$ cat config.mk
export PLATFORM = sky130hd
export DESIGN_NAME = rbs_host
export DESIGN_NICKNAME = d
export VERILOG_FILES = /design/src/rtl/rbs_pkg.sv /design/src/rtl/rbs_sync_if.sv /design/src/rtl/rbs_host.sv /design/src/rtl/rbs_sync.sv
export SDC_FILE = /design/constraint.sdc
export NUM_CORES = 1
export LEC_CHECK = 0
export CORE_UTILIZATION = 45
export CTS_BUF_LIST = sky130_fd_sc_hd__clkbuf_16
export DETAILED_ROUTE_END_ITERATION = 7
export DONT_BUFFER_PORTS = 1
export HOLD_SLACK_MARGIN = 0.15
export SETUP_SLACK_MARGIN = 0.02
export SLEW_MARGIN = 20
export SYNTH_ARGS = -nofsm -noshare
export SYNTH_HDL_FRONTEND = slang
export SYNTH_SLANG_ARGS = --single-unit
export TNS_END_PERCENT = 30
$ cat constraint.sdc
create_clock -name i_sys_clk -period 1.7 [get_ports i_sys_clk]
set_input_delay 0.17 -clock i_sys_clk [delete_from_list [all_inputs] [get_ports i_sys_clk]]
set_output_delay 0.17 -clock i_sys_clk [all_outputs]
set_load 0.005 [all_outputs]
$ cat src/rtl/rbs_pkg.sv
// Purpose: Constants for the host side of a byte-wide clock/SRAM supervisor port
// Assumes: 10 MHz system clock
// Notes:   Times in ns, cycle counts derived from them
package rbs_pkg;
  localparam int unsigned CLK_PERIOD_NS   = 100;
  localparam int unsigned T_ACCESS_NS     = 85;   // Address/enable to data valid
  localparam int unsigned T_WR_PULSE_NS   = 60;   // Widest of the two strobe minimums
  localparam int unsigned T_DATA_SETUP_NS = 30;
  localparam int unsigned T_HIZ_NS        = 25;   // Output float after strobe release
  localparam int unsigned SYNC_STAGES     = 3;
  localparam int unsigned ADDR_W          = 4;
  localparam int unsigned DATA_W          = 8;
  localparam int unsigned CNT_W           = 4;

  function automatic int unsigned ceil_cyc(input int unsigned t_ns);
    ceil_cyc = (t_ns + CLK_PERIOD_NS - 1) / CLK_PERIOD_NS;
    if (ceil_cyc == 0) ceil_cyc = 1;
  endfunction

  localparam int unsigned ACCESS_CYC  = ceil_cyc(T_ACCESS_NS);
  localparam int unsigned WR_CYC      = ceil_cyc(T_WR_PULSE_NS) > ceil_cyc(T_DATA_SETUP_NS) ?
                                        ceil_cyc(T_WR_PULSE_NS) : ceil_cyc(T_DATA_SETUP_NS);
  localparam int unsigned RD_WAIT_CYC = ACCESS_CYC + SYNC_STAGES + 1;
  localparam int unsigned HIZ_CYC     = ceil_cyc(T_HIZ_NS);

  localparam logic [CNT_W-1:0] WR_LOAD  = CNT_W'(WR_CYC - 1);
  localparam logic [CNT_W-1:0] RD_LOAD  = CNT_W'(RD_WAIT_CYC - 1);
  localparam logic [CNT_W-1:0] HIZ_LOAD = CNT_W'(HIZ_CYC - 1);

  localparam logic TARGET_REG  = 1'b0;
  localparam logic TARGET_SRAM = 1'b1;

  typedef enum logic [1:0] {
    RBS_IDLE  = 2'b00,
    RBS_SETUP = 2'b01,
    RBS_ACT   = 2'b10,
    RBS_END   = 2'b11
  } rbs_state_e;
endpackage

$ cat src/rtl/rbs_sync_if.sv
// Purpose: Carries raw pin levels to the synchroniser and stable levels back
// Assumes: Single clock domain on the stable side
// Notes:   Bit 8 is the power-fail level, bits 7:0 the data bus
`timescale 1ns/1ps
interface rbs_sync_if;
  logic [8:0] raw;
  logic [8:0] stable;
  modport owner (output raw, input stable);
  modport sync  (input raw, output stable);
endinterface

$ cat src/rtl/rbs_host.sv
// Purpose: Host controller driving a byte-wide clock/SRAM supervisor by its pins
// Assumes: 10 MHz clock; device strobes active low; SRAM address lines driven elsewhere
// Notes:   One access at a time; read data passes a three-stage synchroniser
`timescale 1ns/1ps
module rbs_host (
  input  wire logic                        i_sys_clk,
  input  wire logic                        i_rst_n,
  // User command port
  input  wire logic                        i_req,
  input  wire logic                        i_wr,
  input  wire logic                        i_target,
  input  wire logic [rbs_pkg::ADDR_W-1:0]  i_reg_addr,
  input  wire logic                        i_bank,
  input  wire logic [rbs_pkg::DATA_W-1:0]  i_wdata,
  output logic                             o_ready,
  output logic                             o_rvalid,
  output logic [rbs_pkg::DATA_W-1:0]       o_rdata,
  // Device pins
  input  wire logic                        i_powerfail,
  output logic [rbs_pkg::ADDR_W-1:0]       o_reg_addr,
  output logic                             o_chip_en_n,
  output logic                             o_out_en_n,
  output logic                             o_wr_en_n,
  output logic                             o_sram_request_n,
  output logic                             o_bank_sel,
  input  wire logic [rbs_pkg::DATA_W-1:0]  i_data_bus,
  output logic [rbs_pkg::DATA_W-1:0]       o_data_bus,
  output logic                             o_data_bus_oe
);
  rbs_sync_if sif ();

  rbs_sync u_sync (
    .i_sys_clk (i_sys_clk),
    .i_rst_n   (i_rst_n),
    .sif       (sif)
  );

  assign sif.raw = {i_powerfail, i_data_bus};

  logic                        pf;
  logic [rbs_pkg::DATA_W-1:0]  din;
  assign pf  = sif.stable[8];
  assign din = sif.stable[7:0];

  rbs_pkg::rbs_state_e         state;
  rbs_pkg::rbs_state_e         next_state;
  logic [rbs_pkg::CNT_W-1:0]   cnt;
  logic [rbs_pkg::CNT_W-1:0]   next_cnt;
  logic                        is_wr;
  logic                        next_is_wr;
  logic                        tgt;
  logic                        next_tgt;
  logic [rbs_pkg::ADDR_W-1:0]  addr;
  logic [rbs_pkg::ADDR_W-1:0]  next_addr;
  logic                        bank;
  logic                        next_bank;
  logic [rbs_pkg::DATA_W-1:0]  wdata;
  logic [rbs_pkg::DATA_W-1:0]  next_wdata;
  logic                        ce_n;
  logic                        next_ce_n;
  logic                        oe_n;
  logic                        next_oe_n;
  logic                        we_n;
  logic                        next_we_n;
  logic                        ex_n;
  logic                        next_ex_n;
  logic                        doe;
  logic                        next_doe;
  logic [rbs_pkg::DATA_W-1:0]  rdata;
  logic [rbs_pkg::DATA_W-1:0]  next_rdata;
  logic                        rvalid;
  logic                        next_rvalid;

  // Requests wait while power is failing; the device would ignore them anyway
  assign o_ready = (state == rbs_pkg::RBS_IDLE) && !pf;

  always_comb begin
    next_state  = state;
    next_cnt    = cnt;
    next_is_wr  = is_wr;
    next_tgt    = tgt;
    next_addr   = addr;
    next_bank   = bank;
    next_wdata  = wdata;
    next_ce_n   = 1'b1;
    next_oe_n   = 1'b1;
    next_we_n   = 1'b1;
    next_ex_n   = 1'b1;
    next_doe    = 1'b0;
    next_rdata  = rdata;
    next_rvalid = 1'b0;
    case (state)
      rbs_pkg::RBS_IDLE: begin
        if (i_req && o_ready) begin
          next_is_wr = i_wr;
          next_tgt   = i_target;
          next_addr  = i_reg_addr;
          next_bank  = i_bank;
          next_wdata = i_wdata;
          next_doe   = i_wr;
          next_state = rbs_pkg::RBS_SETUP;
        end
      end
      rbs_pkg::RBS_SETUP: begin
        // Address and data settle one cycle before any strobe falls
        next_doe   = is_wr;
        next_ce_n  = tgt != rbs_pkg::TARGET_REG;
        next_ex_n  = tgt != rbs_pkg::TARGET_SRAM;
        next_we_n  = !is_wr;
        next_oe_n  = is_wr;
        next_cnt   = is_wr ? rbs_pkg::WR_LOAD : rbs_pkg::RD_LOAD;
        next_state = rbs_pkg::RBS_ACT;
        if (pf) begin
          next_ce_n  = 1'b1;
          next_ex_n  = 1'b1;
          next_we_n  = 1'b1;
          next_oe_n  = 1'b1;
          next_cnt   = rbs_pkg::HIZ_LOAD;
          next_state = rbs_pkg::RBS_END;
        end
      end
      rbs_pkg::RBS_ACT: begin
        next_doe  = is_wr;
        next_ce_n = ce_n;
        next_ex_n = ex_n;
        next_we_n = we_n;
        next_oe_n = oe_n;
        if (cnt != '0) begin
          next_cnt = cnt - 1'b1;
        end else begin
          // Both strobes rise together; write data stays on the bus two more cycles
          next_ce_n  = 1'b1;
          next_ex_n  = 1'b1;
          next_we_n  = 1'b1;
          next_oe_n  = 1'b1;
          next_cnt   = rbs_pkg::HIZ_LOAD;
          next_state = rbs_pkg::RBS_END;
          if (!is_wr) begin
            next_rdata  = din;
            next_rvalid = 1'b1;
          end
        end
        if (pf) begin
          next_ce_n  = 1'b1;
          next_ex_n  = 1'b1;
          next_we_n  = 1'b1;
          next_oe_n  = 1'b1;
          next_rvalid = 1'b0;
          next_cnt   = rbs_pkg::HIZ_LOAD;
          next_state = rbs_pkg::RBS_END;
        end
      end
      rbs_pkg::RBS_END: begin
        // Write data held past the rising edge; read waits out device float time
        next_doe = is_wr && (cnt == rbs_pkg::HIZ_LOAD);
        if (cnt != '0) begin
          next_cnt = cnt - 1'b1;
        end else begin
          next_state = rbs_pkg::RBS_IDLE;
        end
      end
      default: next_state = rbs_pkg::RBS_IDLE;
    endcase
  end

  always_ff @(posedge i_sys_clk) begin
    if (!i_rst_n) begin
      state  <= rbs_pkg::RBS_IDLE;
      cnt    <= 4'h0;
      is_wr  <= 1'b0;
      tgt    <= 1'b0;
      addr   <= 4'h0;
      bank   <= 1'b0;
      wdata  <= 8'h00;
      ce_n   <= 1'b1;
      oe_n   <= 1'b1;
      we_n   <= 1'b1;
      ex_n   <= 1'b1;
      doe    <= 1'b0;
      rdata  <= 8'h00;
      rvalid <= 1'b0;
    end else begin
      state  <= next_state;
      cnt    <= next_cnt;
      is_wr  <= next_is_wr;
      tgt    <= next_tgt;
      addr   <= next_addr;
      bank   <= next_bank;
      wdata  <= next_wdata;
      ce_n   <= next_ce_n;
      oe_n   <= next_oe_n;
      we_n   <= next_we_n;
      ex_n   <= next_ex_n;
      doe    <= next_doe;
      rdata  <= next_rdata;
      rvalid <= next_rvalid;
    end
  end

  assign o_reg_addr       = addr;
  assign o_bank_sel       = bank;
  assign o_chip_en_n      = ce_n;
  assign o_out_en_n       = oe_n;
  assign o_wr_en_n        = we_n;
  assign o_sram_request_n = ex_n;
  assign o_data_bus       = wdata;
  assign o_data_bus_oe    = doe;
  assign o_rdata          = rdata;
  assign o_rvalid         = rvalid;

  property p_no_dual_select;
    @(posedge i_sys_clk) disable iff (!i_rst_n) !(!o_chip_en_n && !o_sram_request_n);
  endproperty
  a_no_dual_select: assert property (p_no_dual_select) else $error("both enables low");

  property p_oe_high_in_write;
    @(posedge i_sys_clk) disable iff (!i_rst_n) !o_wr_en_n |-> o_out_en_n && o_data_bus_oe;
  endproperty
  a_oe_high_in_write: assert property (p_oe_high_in_write) else $error("output enable low in write");

  property p_no_contention;
    @(posedge i_sys_clk) disable iff (!i_rst_n) !o_out_en_n |-> !o_data_bus_oe && o_wr_en_n;
  endproperty
  a_no_contention: assert property (p_no_contention) else $error("host drives bus during read");

  property p_addr_hold;
    @(posedge i_sys_clk) disable iff (!i_rst_n)
      $fell(o_wr_en_n) |-> $stable(o_reg_addr) ##1 ($stable(o_reg_addr) && $stable(o_bank_sel));
  endproperty
  a_addr_hold: assert property (p_addr_hold) else $error("address moved during write");

  property p_data_around_end;
    @(posedge i_sys_clk) disable iff (!i_rst_n)
      $rose(o_wr_en_n) |-> $past(o_data_bus_oe) && o_data_bus_oe && $stable(o_data_bus);
  endproperty
  a_data_around_end: assert property (p_data_around_end) else $error("write data not held");

  property p_write_pulse;
    @(posedge i_sys_clk) disable iff (!i_rst_n)
      $fell(o_wr_en_n) |-> ##1 $rose(o_wr_en_n) && o_chip_en_n && o_sram_request_n;
  endproperty
  a_write_pulse: assert property (p_write_pulse) else $error("write pulse length wrong");

  property p_read_result;
    @(posedge i_sys_clk) disable iff (!i_rst_n)
      ($fell(o_out_en_n) && !pf ##1 !pf [*4]) |-> ##1 o_rvalid;
  endproperty
  a_read_result: assert property (p_read_result) else $error("read data late");

  property p_powerfail_release;
    @(posedge i_sys_clk) disable iff (!i_rst_n)
      pf |-> !o_ready ##1 (o_chip_en_n && o_sram_request_n && o_wr_en_n && o_out_en_n);
  endproperty
  a_powerfail_release: assert property (p_powerfail_release) else $error("strobes during power fail");

  property p_target_enable;
    @(posedge i_sys_clk) disable iff (!i_rst_n)
      (!o_chip_en_n |-> tgt == rbs_pkg::TARGET_REG) and (!o_sram_request_n |-> tgt == rbs_pkg::TARGET_SRAM);
  endproperty
  a_target_enable: assert property (p_target_enable) else $error("wrong enable for target");
endmodule // rbs_host

$ cat src/rtl/rbs_sync.sv
// Purpose: Three-stage synchroniser with agreement filter
// Assumes: Inputs asynchronous to i_sys_clk
// Notes:   Stage one feeds only stage two
`timescale 1ns/1ps
module rbs_sync (
  input  wire logic  i_sys_clk,
  input  wire logic  i_rst_n,
  rbs_sync_if.sync   sif
);
  logic [8:0] s1;
  logic [8:0] s2;
  logic [8:0] s3;
  logic [8:0] stable;
  logic [8:0] next_stable;

  // A level counts only once the last two stages agree
  always_comb begin
    next_stable = stable;
    for (int i = 0; i < 9; i++) begin
      if (s2[i] == s3[i]) next_stable[i] = s3[i];
    end
  end

  always_ff @(posedge i_sys_clk) begin
    if (!i_rst_n) begin
      s1     <= 9'h000;
      s2     <= 9'h000;
      s3     <= 9'h000;
      stable <= 9'h000;
    end else begin
      s1     <= sif.raw;
      s2     <= s1;
      s3     <= s2;
      stable <= next_stable;
    end
  end

  assign sif.stable = stable;
endmodule // rbs_sync

# Yosys cells after proc, flatten, opt, wreduce, memory -nomap -nowiden
# Cells that the tools add are included.
# Widths: inputs -> output; s select.
[totals] regBits=71 output_inout_bits=28
[op_classes] add_sub_neg=1 n_eq_ne=16 mux=25 bitwise=5 reduce_logical=15
[op_table] op="$mux 4" count=3
[op_table] op="$pmux 4 s3" count=1
[op_table] op="$eq 1x1->1" count=9
[op_table] op="$mux 1" count=9
[op_table] op="$mux 2" count=4
[op_table] op="$pmux 1 s2" count=4
[op_table] op="$pmux 2 s4" count=1
[op_table] op="$mux 3" count=2
[op_table] op="$reduce_and 3->1" count=2
[op_table] op="$not 1->1" count=5
[op_table] op="$eq 2x2->1 const B" count=2
[op_table] op="$logic_not 4->1" count=1
[op_table] op="$ne 2x2->1 const B" count=2
[op_table] op="$reduce_and 2->1" count=2
[op_table] op="$reduce_bool 4->1" count=1
[op_table] op="$reduce_or 4->1" count=1
[op_table] op="$sub 4x1->4 const B" count=1
[op_table] op="$logic_and 1x1->1" count=3
[op_table] op="$ne 3x2->1 const B" count=1
[op_table] op="$pmux 1 s3" count=1
[op_table] op="$reduce_bool 3->1" count=1
[op_table] op="$eq 2x1->1 const B" count=1
[op_table] op="$logic_not 1->1" count=2
[op_table] op="$logic_not 2->1" count=1
[op_table] op="other kinds (2)" count=2

# Depth between registers and ports, before layout
[logic_depth] ltp_word=5 ltp_mapped=8 ltp_nobuf=6

# Modules after synthesis
# From an unflattened synthesis, not the netlist that was laid out.
[hier_totals] cells_unflattened=262 hier_area_um2=2561.2
[modules_own_cells] mod="rbs_host" instances=1 cells_per_inst=169 area_each_um2=1490.2 seq_area_each_um2=700.7
[modules_own_cells] mod="rbs_sync" instances=1 cells_per_inst=93 area_each_um2=1071.0 seq_area_each_um2=720.7

# Worst setup path before layout
# No wires, ideal clock.
[synth_timing] kind="reg-to-reg" start="register cnt[0] in the netlist's numbering" end="register ex_n, in the netlist o_sram_request_n" setup_ns=0.124 arrival_ns=1.363 t_required_ns=1.576 path_slack_ns=0.213 path_stages_with_launch=7 period_less_slack_ns=1.487 path_cell_list="dfxtp_1 > inv_1 > ha_1 > or3b_4 > nand2_1 > mux2i_1 > nand2_1"
[synth_between] elab_chain_len=2
[synth_lines] element="start: declaration" line="rbs_host.sv:47" rtl="logic [rbs_pkg::CNT_W-1:0] cnt;"
[synth_lines] element="start signal: assignment" line="rbs_host.sv:184" rtl="cnt <= next_cnt;"
[synth_lines] element="$reduce_bool 4->1" line="rbs_host.sv:128" rtl="if (cnt != '0) begin"
[synth_lines] element="$ne 3x2->1 (no line)"
[synth_lines] element="end signal: assignment" line="rbs_host.sv:193" rtl="ex_n <= next_ex_n;"
[synth_lines] element="end: declaration" line="rbs_host.sv:65" rtl="logic ex_n;"
# No other way between the ends.
# A chain may end at the register's enable or synchronous reset.

# Worst setup path after layout
[layout_timing] start="register state[0]" end="register cnt[1] in the netlist's numbering"
[layout_between] elab_chain_len=3
[layout_lines] element="start: declaration" line="rbs_host.sv:45" rtl="rbs_pkg::rbs_state_e state;"
[layout_lines] element="start signal: assignment" line="rbs_host.sv:168" rtl="state <= rbs_pkg::RBS_IDLE;"
[layout_lines] element="start signal: assignment" line="rbs_host.sv:183" rtl="state <= next_state;"
[layout_lines] element="$eq 2x2->1 or $eq 2x1->1 (tied branches)" line="rbs_host.sv:92" rtl="case (state)"
[layout_lines] element="$ne 2x2->1 (no line) or $reduce_bool 3->1 (tied branches)"
[layout_lines] element="$reduce_and 2->1 (no line)"
# Parallel ways exist; a longest one is shown, timed or not.

==> metrics.yaml <==
placement:
  hpwl_mm: 3.22
  gp_congestion: 0.765
  io_buffers: 0
critical_path:
  cp.arrival_ps: 1780
  ff2ff_setup_slack_ps: 140
  path_cells: "inv_1, ha_1, nor2b_4, o21ai_4, or2_1, o32ai_1"
  r2r_end: "cnt[1]"
  crit_family: "simple AND/OR/NAND/NOR gates"
  reg2regPathDepth: 6
  start_kind: "flop"
  cp_max_fo: 7
  crit_type: "flop to flop"
  worst_ep_required_time_ps: 1920
  cp_slowest_cell: "dfxtp_1"
  cpPeakStageDelay_ps: 330
  r2r-start: "state[0]"
  crit_buf_inv: 1
  cp-end-kind: "flop"
yosys:
  ys_async_sr_fraction_pct: 0
  synth_edf_count: 0
  postSynthAreaPerCell_um2: 9.22
  synth_top_area_cell: "dfxtp_1"
  ys_ff_latch: 71
  syn-cell-area_um2: 2600
  synth_area_leaders: "dfxtp_1 (55%), nand2_1 (8.2%), and2_1 (6.7%)"
  yosysUniqueCellTypes: 39
  ys_seq_area_share_pct: 54.6
  synth_fp_nets: 316
  syn_inst: 282
  netlist.area_leader.share_pct: 54.6
  yosys_warnings: 0
  synth_flop_cell: "dfxtp_1"
hold_path:
  hold_class: "input pin to flop"
  min_from: "i_rst_n"
  holdPathStages: 2
  hold_path_end: "tgt"
final_layout:
  n_antenna_cell: 0
  drive_gt1_share_pct: 10.8
  layout_commonest_cell: "dfxtp_1"
  final_util_pct: 59.1
  mostFrequentLayoutCells: "dfxtp_1 (71), nand2_1 (56), a21oi_1 (34)"
  syn2layout_area_growth_pct: 25.9
  num-nets-final: 346
clocking:
  cts_tree: "built"
  cts_root_buf: "clkbuf_16"
  cts.sinks: 71
  clkLatencyLatePin_ps: 320
  clkTransAtPathRegs_ps: 50
  cts_buffer_depth: 2
  cts_htree_levels: 3
  numCtsBuffers: 9
detailed_routing:
  dr.pass1.iters: 4
  drt-initial-drc-count: 157
  ant_nets: 0
  viasPerCell: 5.08
  num_vias: 1971
  drc: 0
  routed_wl_mm: 5.17
  wl_per_cell_um: 13.3
sta:
  final_hold_viol_count: 0
  fin_crit_ps: 1560
  fin_setup_tns_ps: 0
  tightest_slew_ps: 444
  skew_ps: 5.31
  fmax_mhz: 643
  maxSlewViolCount: 0
  finalCritPeriodShare_pct: 91.5
  setup_violations: 0
  relSlewSlack_pct: 70.1
  rsz0062_at_grt: "no"
floorplanning:
  start_util_pct: 47.0
  std_cell_rows: 27
  chipHeight_um: 78.0
  core_um2: 5540
  die_x_um: 78.0
  die-area_um2: 6090
  pin_count: 55
pwr:
  ir_drop_v: 0.000783
  powerDensity_nw_per_um2: 1510
  leakagePower_nw: 1.26
grt:
  grt_pass1_wl_mm: 8.67
  overflow: 0
  grt_pass1_vias: 1895
  grt_antenna_before_repair: 0
  grt_max_degree: 42
  grt.total_usage_pct: 18.5
job:
  cap_violations: 0
outcome:
  status: "complete, no violations"
[report_power, final]
part           switching, mW  internal (mW)  leakage [nW]
sequential             0.126           1.82         0.580
clock                  0.669           1.27         0.149
combinational          0.612          0.441         0.534
[worst max-delay path by stage]
stage | cells past startpoint | end | start
after floorplan | 6 | o_sram_request_n | cnt[0]
after global placement | 6 | o_sram_request_n | cnt[0]
after detailed placement | 6 | o_wr_en_n | cnt[0]
after CTS | 6 | o_wr_en_n | cnt[0]
after global routing | 6 | o_out_en_n | cnt[0]
final | 6 | cnt[1] | state[0]
[metal layers]
metal | vias up | wire length, um | track usage [%]
li1 | 999 | - | -
met1 | 917 | 2510 | 23.2
met2 | 49 | 2360 | 29.9
met3 | 6 | 244 | 4.42
met4 | 0 | 61 | 8.89
met5 | - | 0 | 0
[through the flow]
step,hold slack [ps],total power [mW],setup slack (ps),area (um2),std cells
after CTS,158,4.97,90.6,3260,388
after floorplan,297,2.72,213,2600,282
after detailed placement,237,2.95,102,2680,347
after global routing,192,5.22,25.8,3280,388
final,159,4.94,145,3280,388
after global placement,236,2.95,137,2680,347
[flip-flops by register name (all words and copies together), names as in the netlist, 2 cells and up]
name,count
o_reg_addr,4
cnt,4
o_rdata,8
u_sync.sif.stable,9
o_data_bus,8
u_sync.s2,9
u_sync.s1,9
state,2
u_sync.s3,9
[final cells by class]
type                    instances  area [um2]
fillers                       502        2260
clock buffers                   9         225
repair buffers                 34         330
clock inverters                 6        85.1
well taps                      72        90.1
multi-input cells             189        1100
flip-flops and latches         71        1420
inverters                       7        26.3
[cells by family (layout without fill, tap and decap cells)]
family | after synthesis | count (layout) | share of synthesized area [%]
and+or+nand+nor | 116 | 116 | 23.1
adders and majority gates | 7 | 7 | 3.37
AOI/OAI and AO/OA | 64 | 64 | 14.1
muxes | 2 | 2 | 0.770
DFF | 71 | 71 | 54.6
buffers and inverters | 22 | 56 | 3.94
[Yosys cell counts (3+ instances only)]
| cell type | instances |
|---|---|
| nor2_1 | 3 |
| nand2_1 | 57 |
| o21ai_0 | 15 |
| clkbuf_1 | 11 |
| nand3_1 | 10 |
| and2_1 | 28 |
| inv_1 | 6 |
| a21oi_1 | 34 |
| ha_1 | 7 |
| a31oi_1 | 3 |
| nor3_1 | 3 |
| dfxtp_1 | 71 |
[what timing repair did]
action,4_1_cts,5_1_grt
hold endpoints to repair,53,0
endpoints found under the setup margin,0,5
hold buffers,26,0
resized for setup,0,4
buffers inserted,0,0
Note: power is estimated with default switching activity, not from simulation.
